<file path="src/hw/cpr_pkg.sv">
package cpr_pkg;

    // ************************************************************
    // register map
    // ************************************************************
    localparam logic [7:0]  CPR_ADDR_CURRENTS = 8'h09;
    localparam logic [7:0]  CPR_ADDR_BIAS     = 8'h0A;
    localparam logic [7:0]  CPR_ADDR_DETECTOR = 8'h0B;

    // values after reset
    localparam logic [23:0] CPR_RST_CURRENTS  = 24'h000000;
    localparam logic [1:0]  CPR_RST_BIAS      = 2'h0;
    localparam logic [11:0] CPR_RST_DETECTOR  = 12'h870;

    // ************************************************************
    // pump current register fields (lsb positions)
    // ************************************************************
    localparam int CPR_UP_OFFSET_LSB = 2;
    localparam int CPR_DN_OFFSET_LSB = 7;
    localparam int CPR_UP_TRIM_LSB   = 10;
    localparam int CPR_DN_TRIM_LSB   = 14;
    localparam int CPR_UP_MAIN_LSB   = 18;
    localparam int CPR_DN_MAIN_LSB   = 21;

    // ************************************************************
    // detector register fields
    // ************************************************************
    localparam int CPR_DELAY_LSB     = 0;
    localparam int CPR_SWAP_BIT      = 3;
    localparam int CPR_UP_GATE_BIT   = 4;
    localparam int CPR_DN_GATE_BIT   = 5;
    localparam int CPR_LOCK_OE_BIT   = 6;
    localparam int CPR_FORCE_UP_BIT  = 7;
    localparam int CPR_FORCE_DN_BIT  = 8;
    localparam int CPR_MUTE_BIT      = 9;

    // ************************************************************
    // current steps in microamps
    // ************************************************************
    localparam logic [10:0] CPR_OFFSET_STEP_UA = 11'h037;
    localparam logic [10:0] CPR_TRIM_STEP_UA   = 11'h007;
    localparam logic [10:0] CPR_MAIN_STEP_UA   = 11'h1F4;
    localparam logic [2:0]  CPR_MAIN_SAT_CODE  = 3'h4;
    localparam logic [10:0] CPR_BIAS_UA_0      = 11'h21C;
    localparam logic [10:0] CPR_BIAS_UA_1      = 11'h2B1;
    localparam logic [10:0] CPR_BIAS_UA_2      = 11'h3AF;
    localparam logic [10:0] CPR_BIAS_UA_3      = 11'h5DF;

    // consecutive in-window edges needed for lock
    localparam logic [9:0]  CPR_LOCK_COUNT_DEFAULT = 10'h0FA;

endpackage

</file>
<file path="src/hw/cpr_lock_detect.sv">
`timescale 1ns/10ps
module cpr_lock_detect
    import cpr_pkg::*;
(
    // clock and reset
    input  wire logic       clk_i,
    input  wire logic       rst_n_i,
    // window samples
    input  wire logic       vco_edge_i,
    input  wire logic       in_window_i,
    input  wire logic [9:0] lock_count_i,
    // lock state
    output logic            locked_o
);

    typedef struct packed {
        logic [9:0] count;
        logic       locked;
    } cpr_lock_t;

    cpr_lock_t st;
    cpr_lock_t next_st;
    logic [9:0] bumped;

    // ************************************************************
    // consecutive window counter
    // ************************************************************
    // lock after consecutive count
    always_comb begin
        next_st = st;
        bumped  = (st.count == 10'h3FF) ? st.count : st.count + 10'h001;
        if (vco_edge_i) begin
            if (in_window_i) begin
                next_st.count = bumped;
                // a zero threshold still needs one good edge
                if (bumped >= lock_count_i) begin
                    next_st.locked = 1'b1;
                end
            end else begin
                next_st.count  = 10'h000;
                next_st.locked = 1'b0;
            end
        end
    end

    // state register
    always_ff @(posedge clk_i or negedge rst_n_i) begin
        if (!rst_n_i) begin
            st <= '0;
        end else begin
            st <= next_st;
        end
    end

    assign locked_o = st.locked;
endmodule

</file>
<file path="src/hw/cpr_regs.sv">
`timescale 1ns/10ps
// What this block does
// - up offset code gives 55 uA steps
// - down offset code gives 55 uA steps
// - up trim code gives 7 uA steps
// - down trim code gives 7 uA steps
// - main codes 500 uA steps, saturate; code 0 tristates while detector disabled
// - bias code selects current, gated by enable
// - swap bit exchanges detector inputs
// - up and down gates enable detector outputs
// - lock flag routed to shared pin
// - force bit holds up output active
// - force bit holds down output active
// - mute mode gates only while locked
// - without mute, gates apply always
// - lock after programmable consecutive in-window edges
module cpr_regs
    import cpr_pkg::*;
(
    // clock and reset
    input  wire logic        clk_i,
    input  wire logic        rst_n_i,
    // register port from the serial interface
    input  wire logic        wr_en_i,
    input  wire logic        rd_en_i,
    input  wire logic [7:0]  addr_i,
    input  wire logic [23:0] wr_data_i,
    output logic [23:0]      rd_data_o,
    output logic             rd_valid_o,
    // neighbouring controls and lock window
    input  wire logic        pump_enable_i,
    input  wire logic        detector_enable_i,
    input  wire logic        vco_edge_i,
    input  wire logic        in_window_i,
    input  wire logic [9:0]  lock_count_i,
    // detector core
    input  wire logic        ref_in_i,
    input  wire logic        div_in_i,
    input  wire logic        raw_up_i,
    input  wire logic        raw_down_i,
    output logic             det_first_o,
    output logic             det_second_o,
    output logic             det_up_o,
    output logic             det_down_o,
    output logic [2:0]       reset_delay_code_o,
    // shared lock / serial data pin
    input  wire logic        serial_data_i,
    output logic             lock_serial_out_pin_o,
    output logic             locked_o,
    // pump currents in microamps
    output logic [10:0]      up_offset_ua_o,
    output logic [10:0]      down_offset_ua_o,
    output logic [10:0]      up_trim_ua_o,
    output logic [10:0]      down_trim_ua_o,
    output logic [10:0]      up_main_ua_o,
    output logic [10:0]      down_main_ua_o,
    output logic             up_pump_tristate_o,
    output logic             down_pump_tristate_o,
    output logic [10:0]      pump_amp_bias_ua_o
);

    typedef struct packed {
        logic [23:0] charge_pump_currents;
        logic [1:0]  charge_pump_opamp_bias;
        logic [11:0] phase_detector_control;
        logic [23:0] rd_data;
        logic        rd_valid;
    } cpr_state_t;

    cpr_state_t st;
    cpr_state_t next_st;
    logic [1:0] rst_pipe;
    logic       rst_sync_n;
    logic       up_gate_ok;
    logic       down_gate_ok;

    // ************************************************************
    // decode helpers
    // ************************************************************
    function automatic logic [10:0] cpr_step3(input logic [2:0] code,
                                              input logic [10:0] step);
        cpr_step3 = 11'(code * step);
    endfunction
    function automatic logic [10:0] cpr_trim(input logic [3:0] code);
        cpr_trim = 11'(code * CPR_TRIM_STEP_UA);
    endfunction
    // codes at and above the saturation code all give the top current
    function automatic logic [10:0] cpr_main(input logic [2:0] code);
        cpr_main = cpr_step3((code >= CPR_MAIN_SAT_CODE)
                             ? CPR_MAIN_SAT_CODE : code, CPR_MAIN_STEP_UA);
    endfunction

    // ************************************************************
    // reset release
    // ************************************************************
    // two flops so release never lands mid-cycle in the logic
    always_ff @(posedge clk_i or negedge rst_n_i) begin
        if (!rst_n_i) begin
            rst_pipe <= 2'h0;
        end else begin
            rst_pipe <= {rst_pipe[0], 1'b1};
        end
    end
    assign rst_sync_n = rst_pipe[1];

    // ************************************************************
    // register file
    // ************************************************************
    // hold until rewritten
    // reserved pump bits are stored as written; software keeps them 0
    always_comb begin
        next_st          = st;
        next_st.rd_valid = rd_en_i;
        if (wr_en_i) begin
            unique case (addr_i)
                CPR_ADDR_CURRENTS: next_st.charge_pump_currents = wr_data_i;
                CPR_ADDR_BIAS:     next_st.charge_pump_opamp_bias =
                                       wr_data_i[1:0];
                CPR_ADDR_DETECTOR: next_st.phase_detector_control =
                                       wr_data_i[11:0];
                default: ;  // unmapped writes are dropped
            endcase
        end
        if (rd_en_i) begin
            unique case (addr_i)
                CPR_ADDR_CURRENTS: next_st.rd_data = st.charge_pump_currents;
                CPR_ADDR_BIAS:     next_st.rd_data =
                                       {22'h0, st.charge_pump_opamp_bias};
                CPR_ADDR_DETECTOR: next_st.rd_data =
                                       {12'h000, st.phase_detector_control};
                default:           next_st.rd_data = 24'h000000;
            endcase
        end
    end

    // state register
    always_ff @(posedge clk_i or negedge rst_sync_n) begin
        if (!rst_sync_n) begin
            st.charge_pump_currents   <= CPR_RST_CURRENTS;
            st.charge_pump_opamp_bias <= CPR_RST_BIAS;
            st.phase_detector_control <= CPR_RST_DETECTOR;
            st.rd_data                <= 24'h000000;
            st.rd_valid               <= 1'b0;
        end else begin
            st <= next_st;
        end
    end

    assign rd_data_o  = st.rd_data;
    assign rd_valid_o = st.rd_valid;

    // ************************************************************
    // lock detection
    // ************************************************************
    // lock state source
    cpr_lock_detect u_lock (
        .clk_i        (clk_i),
        .rst_n_i      (rst_sync_n),
        .vco_edge_i   (vco_edge_i),
        .in_window_i  (in_window_i),
        .lock_count_i (lock_count_i),
        .locked_o     (locked_o)
    );

    // ************************************************************
    // pump current decode
    // ************************************************************
    // up offset decode
    assign up_offset_ua_o = cpr_step3(
        st.charge_pump_currents[CPR_UP_OFFSET_LSB +: 3], CPR_OFFSET_STEP_UA);
    assign down_offset_ua_o = cpr_step3(
        st.charge_pump_currents[CPR_DN_OFFSET_LSB +: 3], CPR_OFFSET_STEP_UA);
    assign up_trim_ua_o = cpr_trim(
        st.charge_pump_currents[CPR_UP_TRIM_LSB +: 4]);
    assign down_trim_ua_o = cpr_trim(
        st.charge_pump_currents[CPR_DN_TRIM_LSB +: 4]);
    assign up_main_ua_o = cpr_main(
        st.charge_pump_currents[CPR_UP_MAIN_LSB +: 3]);
    assign down_main_ua_o = cpr_main(
        st.charge_pump_currents[CPR_DN_MAIN_LSB +: 3]);
    assign up_pump_tristate_o = !detector_enable_i
        && (st.charge_pump_currents[CPR_UP_MAIN_LSB +: 3] == 3'h0);
    assign down_pump_tristate_o = !detector_enable_i
        && (st.charge_pump_currents[CPR_DN_MAIN_LSB +: 3] == 3'h0);
    always_comb begin
        pump_amp_bias_ua_o = 11'h000;
        if (pump_enable_i) begin
            unique case (st.charge_pump_opamp_bias)
                2'h0: pump_amp_bias_ua_o = CPR_BIAS_UA_0;
                2'h1: pump_amp_bias_ua_o = CPR_BIAS_UA_1;
                2'h2: pump_amp_bias_ua_o = CPR_BIAS_UA_2;
                2'h3: pump_amp_bias_ua_o = CPR_BIAS_UA_3;
            endcase
        end
    end

    // ************************************************************
    // detector steering
    // ************************************************************
    // delay code passed through; zero in integer mode is the user's risk
    assign reset_delay_code_o =
        st.phase_detector_control[CPR_DELAY_LSB +: 3];
    assign det_first_o  = st.phase_detector_control[CPR_SWAP_BIT]
                          ? div_in_i : ref_in_i;
    assign det_second_o = st.phase_detector_control[CPR_SWAP_BIT]
                          ? ref_in_i : div_in_i;
    assign up_gate_ok = st.phase_detector_control[CPR_UP_GATE_BIT]
        || (st.phase_detector_control[CPR_MUTE_BIT] && !locked_o);
    assign down_gate_ok = st.phase_detector_control[CPR_DN_GATE_BIT]
        || (st.phase_detector_control[CPR_MUTE_BIT] && !locked_o);
    // force up and down
    // gating is kept combinational so pump pulses see no added delay
    assign det_up_o   = st.phase_detector_control[CPR_FORCE_UP_BIT]
                        || (raw_up_i && up_gate_ok);
    assign det_down_o = st.phase_detector_control[CPR_FORCE_DN_BIT]
                        || (raw_down_i && down_gate_ok);

    assign lock_serial_out_pin_o = st.phase_detector_control[CPR_LOCK_OE_BIT]
                                   ? locked_o : serial_data_i;
endmodule

</file>
<file path="config.mk">
export PLATFORM = sky130hd
export DESIGN_NAME = cpr_regs
export DESIGN_NICKNAME = d
export VERILOG_FILES = /design/src/hw/cpr_pkg.sv /design/src/hw/cpr_lock_detect.sv /design/src/hw/cpr_regs.sv
export SDC_FILE = /design/constraint.sdc
export NUM_CORES = 1
export LEC_CHECK = 0
export BUFFER_PORTS_ARGS = -buffer_cell sky130_fd_sc_hd__buf_4
export CAP_MARGIN = 20
export CORE_MARGIN = 2
export CORE_UTILIZATION = 37
export DETAILED_ROUTE_END_ITERATION = 8
export SETUP_SLACK_MARGIN = 0.2
export SYNTH_ARGS = -nofsm -noshare
export SYNTH_HDL_FRONTEND = slang
export SYNTH_HIERARCHICAL = 1
export SYNTH_SLANG_ARGS = --single-unit
</file>
<file path="constraint.sdc">
create_clock -name clk_i -period 2.5 [get_ports clk_i]
set_input_delay 0.125 -clock clk_i [delete_from_list [all_inputs] [get_ports clk_i]]
set_output_delay 0.125 -clock clk_i [all_outputs]
set_load 0.005 [all_outputs]
</file>
==> results.toml <==
[grt]
grt_first_pass_wirelength_um = 23200
first_global_vias = 4791
pin_count_of_the_biggest_net_entering_global_routing = 75
grt_remaining_overflow = 0
grtUsageTotal = 0.172
grt_antenna_before_repair = 0

[synthesis]
post_synthesis_compound_gate_area_fraction = 0.102
synth_sequential_area_ratio = 0.320
synth_largest_type_area_fraction = 0.302
dominant_cell_type_by_area_after_synthesis = "dfrtp_1"
synth_cell_area_um2 = 5960
synth_async_sr_flop_share = 1.00
synthAdderAreaFrac = 0.191
synthDistinctLibCells = 61
ys.warnings.count = 6
synthSimpleGateAreaFrac = 0.118
syn_area_per_cell_um2 = 10.4
dominant_combinational_cell_family_by_area_after_synthesis = "adder cells"
post_synth_xor_area_fraction = 0.0265
post_synth_inst_count = 573
post_synth_main_area_contributors = "dfrtp_1, ha_1, mux2_4, buf_4, fa_1"
synth_ff_type = "dfrtp_1"
synth-edff-count = 0
ys_seq_elements = 76
share_of_cell_area_taken_by_muxes_after_synthesis = 0.123

[floorplanning]
io_pins = 168
fp-row-count = 46
coreArea_um2 = 15800
die_height_um = 131
initial_core_util = 0.377
floorplan.die_area_um2 = 17100
die_x_um = 131

[timing]
hold_violations = 0
grt_setup_unrepaired = "true"
maxSlewHeadroom = 0.343
maxClockFrequency_ghz = 0.395
timing.final.crit_period_ns = 2.53
final_critical_path_setup_slack_ns = -0.0290
final.period_utilization = 1.01
slew_viol_final = 0
finalSetupViolCount = 3
finalClockSkew_ns = 0.00994
max_slew.worst_pin.slew_ns = 0.985

[worst_hold_path]
hold_path.class = "input port to flop"
hold_path_end = "st[59]"
holdCritStartpoint = "wr_data_i[20]"
holdPathStages = 2

[layout]
flow.area_growth_from_synthesis_pct = 38.2
fin_util = 0.520
multi_input_comb_area_um2 = 3800
final_nets = 885
fillerInstances = 1432
antennaDiodeCount = 0
layout.cells.most_common_list = "buf_4, dfrtp_1, inv_1, nand2_1, ha_1"
final_layout_size_suffix_gt1_frac = 0.495
layout.cells.most_common = "buf_4"
final_design_area_no_fill_um2 = 8240
final-seq-area_um2 = 1920

[run]
max_cap_violations = 0

[power_and_ir_drop]
total_power_uw = 3460
vdd_drop_max_mv = 0.311
standby_leakage_power_uw = 0.00425
power-per-cell-area_nw_per_um2 = 420

[worst_setup_path]
crit_type = "flop to primary output"
worst-r2r-setup-slack_ns = 0.22
r2r_end = "u_lock/locked_o"
required_arrival_time_at_the_worst_endpoint_ns = 2.38
path_delay_family = "adder cells"
critPathLaunchType = "flop"
timing.critical_path.cells = "fa_1 -> ha_2 -> fa_2 -> a21o_1 -> a21o_1 -> a21o_1 -> buf_6"
timing.critical_path.mode_cell = "a21o_1"
ff2ff_path_depth = 10
critical-path-slowest-cell = "fa_1"
regToRegStartpoint = "u_lock/st[1]"
worst_setup_path_end_kind = "primary output"
cp_num_buf_inv = 1
crit_path_max_fanout = 2
arrival_ns = 2.40
timing.critical_path.slowest_cell_delay_ns = 0.49

[route]
first_iter_violations = 119
routed_wl_um = 14700
detail_route.first_pass.iterations = 4
wire_per_inst_um = 15.1
postRouteAntennaNets = 0
routed-via-count = 4632
detail_route.vias_per_cell = 4.77
drcViolationCount = 0

[run_status]
failed_checks = "setup timing"
status = "complete, but fails checks"

[clock_network]
clock_network_latency_to_the_later_pin_of_the_worst_skew_pair_ns = 0.35
numCtsBuffers = 9
htree_levels = 3
cts_tree = "built"
clockBufferDepth = 2
clkTransAtPathRegs_ns = 0.06
numClockSinks = 76
clk_root_buf = "clkbuf_16"

[place]
dpl_cell_area_um2 = 7120
numPortBuffers = 151
routabilityCongestion = 0.835
dp_hpwl_um = 10700
==> worst max-delay path by stage <==
stage | slack [ns] | cells after the start | end | start
after floorplan | 0.18 | 11 | u_lock/locked_o | u_lock/st[1]
after global placement | 0.11 | 10 | u_lock/locked_o | u_lock/st[2]
after detailed placement | 0.06 | 10 | u_lock/locked_o | u_lock/st[2]
after CTS | -0.05 | 7 | up_offset_ua_o[8] | st[43]
after global routing | -0.13 | 7 | up_offset_ua_o[6] | st[43]
final | -0.03 | 7 | up_offset_ua_o[8] | st[43]
==> flip-flops by register name (all words and copies together) (netlist names) <==
signal,cells
u_lock/st,10
rd_data_o,24
reset_delay_code_o,3
st,35
rd_valid_o,1
u_lock/locked_o,1
rst_pipe,2
==> worst reg2reg max path, delay by kind of cell (launching register included) <==
family | cells | cell delay (ns)
AND/OR/NAND/NOR | 3 | 0.70
flip-flops | 1 | 0.40
buffers and inverters | 1 | 0.18
adder cells (fa/ha/maj) | 2 | 0.42
AO/OA/AOI/OAI | 3 | 0.35
XOR/XNOR | 1 | 0.12
==> synthesized netlist by cell type (2+ instances only) <==
cell type  number
dfrtp_1        72
buf_4          53
a211o_1         3
ha_1           62
inv_1          59
nor2b_1        17
a21oi_1        15
a21o_1          8
buf_6           3
or2_2           4
and2_1          5
o21ai_0         8
o221ai_1        2
xnor2_1        10
clkbuf_1        8
nand4b_1        2
and4_1          2
nand2_1        39
nor4_1          2
nor2_1         15
fa_1           18
nand2b_1        9
a22oi_1         2
o21bai_1        2
buf_1           2
and3_2          2
nand3_1         4
conb_1          2
buf_2           3
nor3_1          6
a221o_1         2
xor2_1          8
mux2_4         30
a211oi_1        4
nand4_1         3
nand3_2         2
o21a_1          6
o22ai_1        24
mux2_2         25
o211ai_1        2
nor3b_1         2
dfstp_2         4
a22o_1          2
o311ai_0        2
and3_1          2
==> area by class of cell <==
type,instances,area share
Clock buffer,9,0.0273
Timing Repair Buffer,218,0.207
Tap cell,216,0.0328
Multi-Input combinational cell,385,0.461
Sequential cell,76,0.233
Clock inverter,7,0.00988
Inverter,60,0.0280
==> power breakdown <==
group / switching [µW] / internal [µW]
sequential: 64.7 / 1270
combinational: 319 / 445
clock: 566 / 789
==> what timing repair did <==
| item | CTS | global route |
|---|---|---|
| resized for setup | 83 | 21 |
| pin swaps | 33 | 13 |
| hold buffers | 8 | 1 |
| setup buffers | 31 | 5 |
| endpoints found under the hold margin | 9 | 1 |
| endpoints found under the setup margin | 25 | 24 |
==> cell families (layout without fill, tap and decap cells) <==
group / count (synthesis) / count (layout)
simple gates: 124 / 124
xor+xnor: 18 / 18
flops: 76 / 76
fa+ha+maj: 80 / 80
compound gates: 89 / 89
mux: 55 / 55
other cells: 2 / 19
buf+inv: 129 / 294
==> metrics by stage <==
| stage | cells | setup TNS (ns) | hold slack (ns) | worst slack (ns) |
|---|---|---|---|---|
| global placement | 910 | 0 | -0.0920 | 0.107 |
| detailed placement | 910 | 0 | -0.0910 | 0.0583 |
| global route | 971 | -0.528 | 0.00691 | -0.126 |
| CTS | 965 | -0.128 | 0.0000611 | -0.0461 |
| floorplan | 590 | 0 | -0.171 | 0.183 |
| finish | 971 | -0.0724 | 0.0185 | -0.0290 |
==> metal layers <==
layer  vias to the layer above  share of wire  wire (µm)  global-route usage
li1                       2254              -          -                   -
met1                      2229           0.43       6390               0.214
met2                       127           0.50       7350               0.299
met3                        22          0.045        668              0.0297
met4                         0          0.020        299              0.0670
met5                         -              0          0                   0
Note: power is estimated with default switching activity, not from simulation.
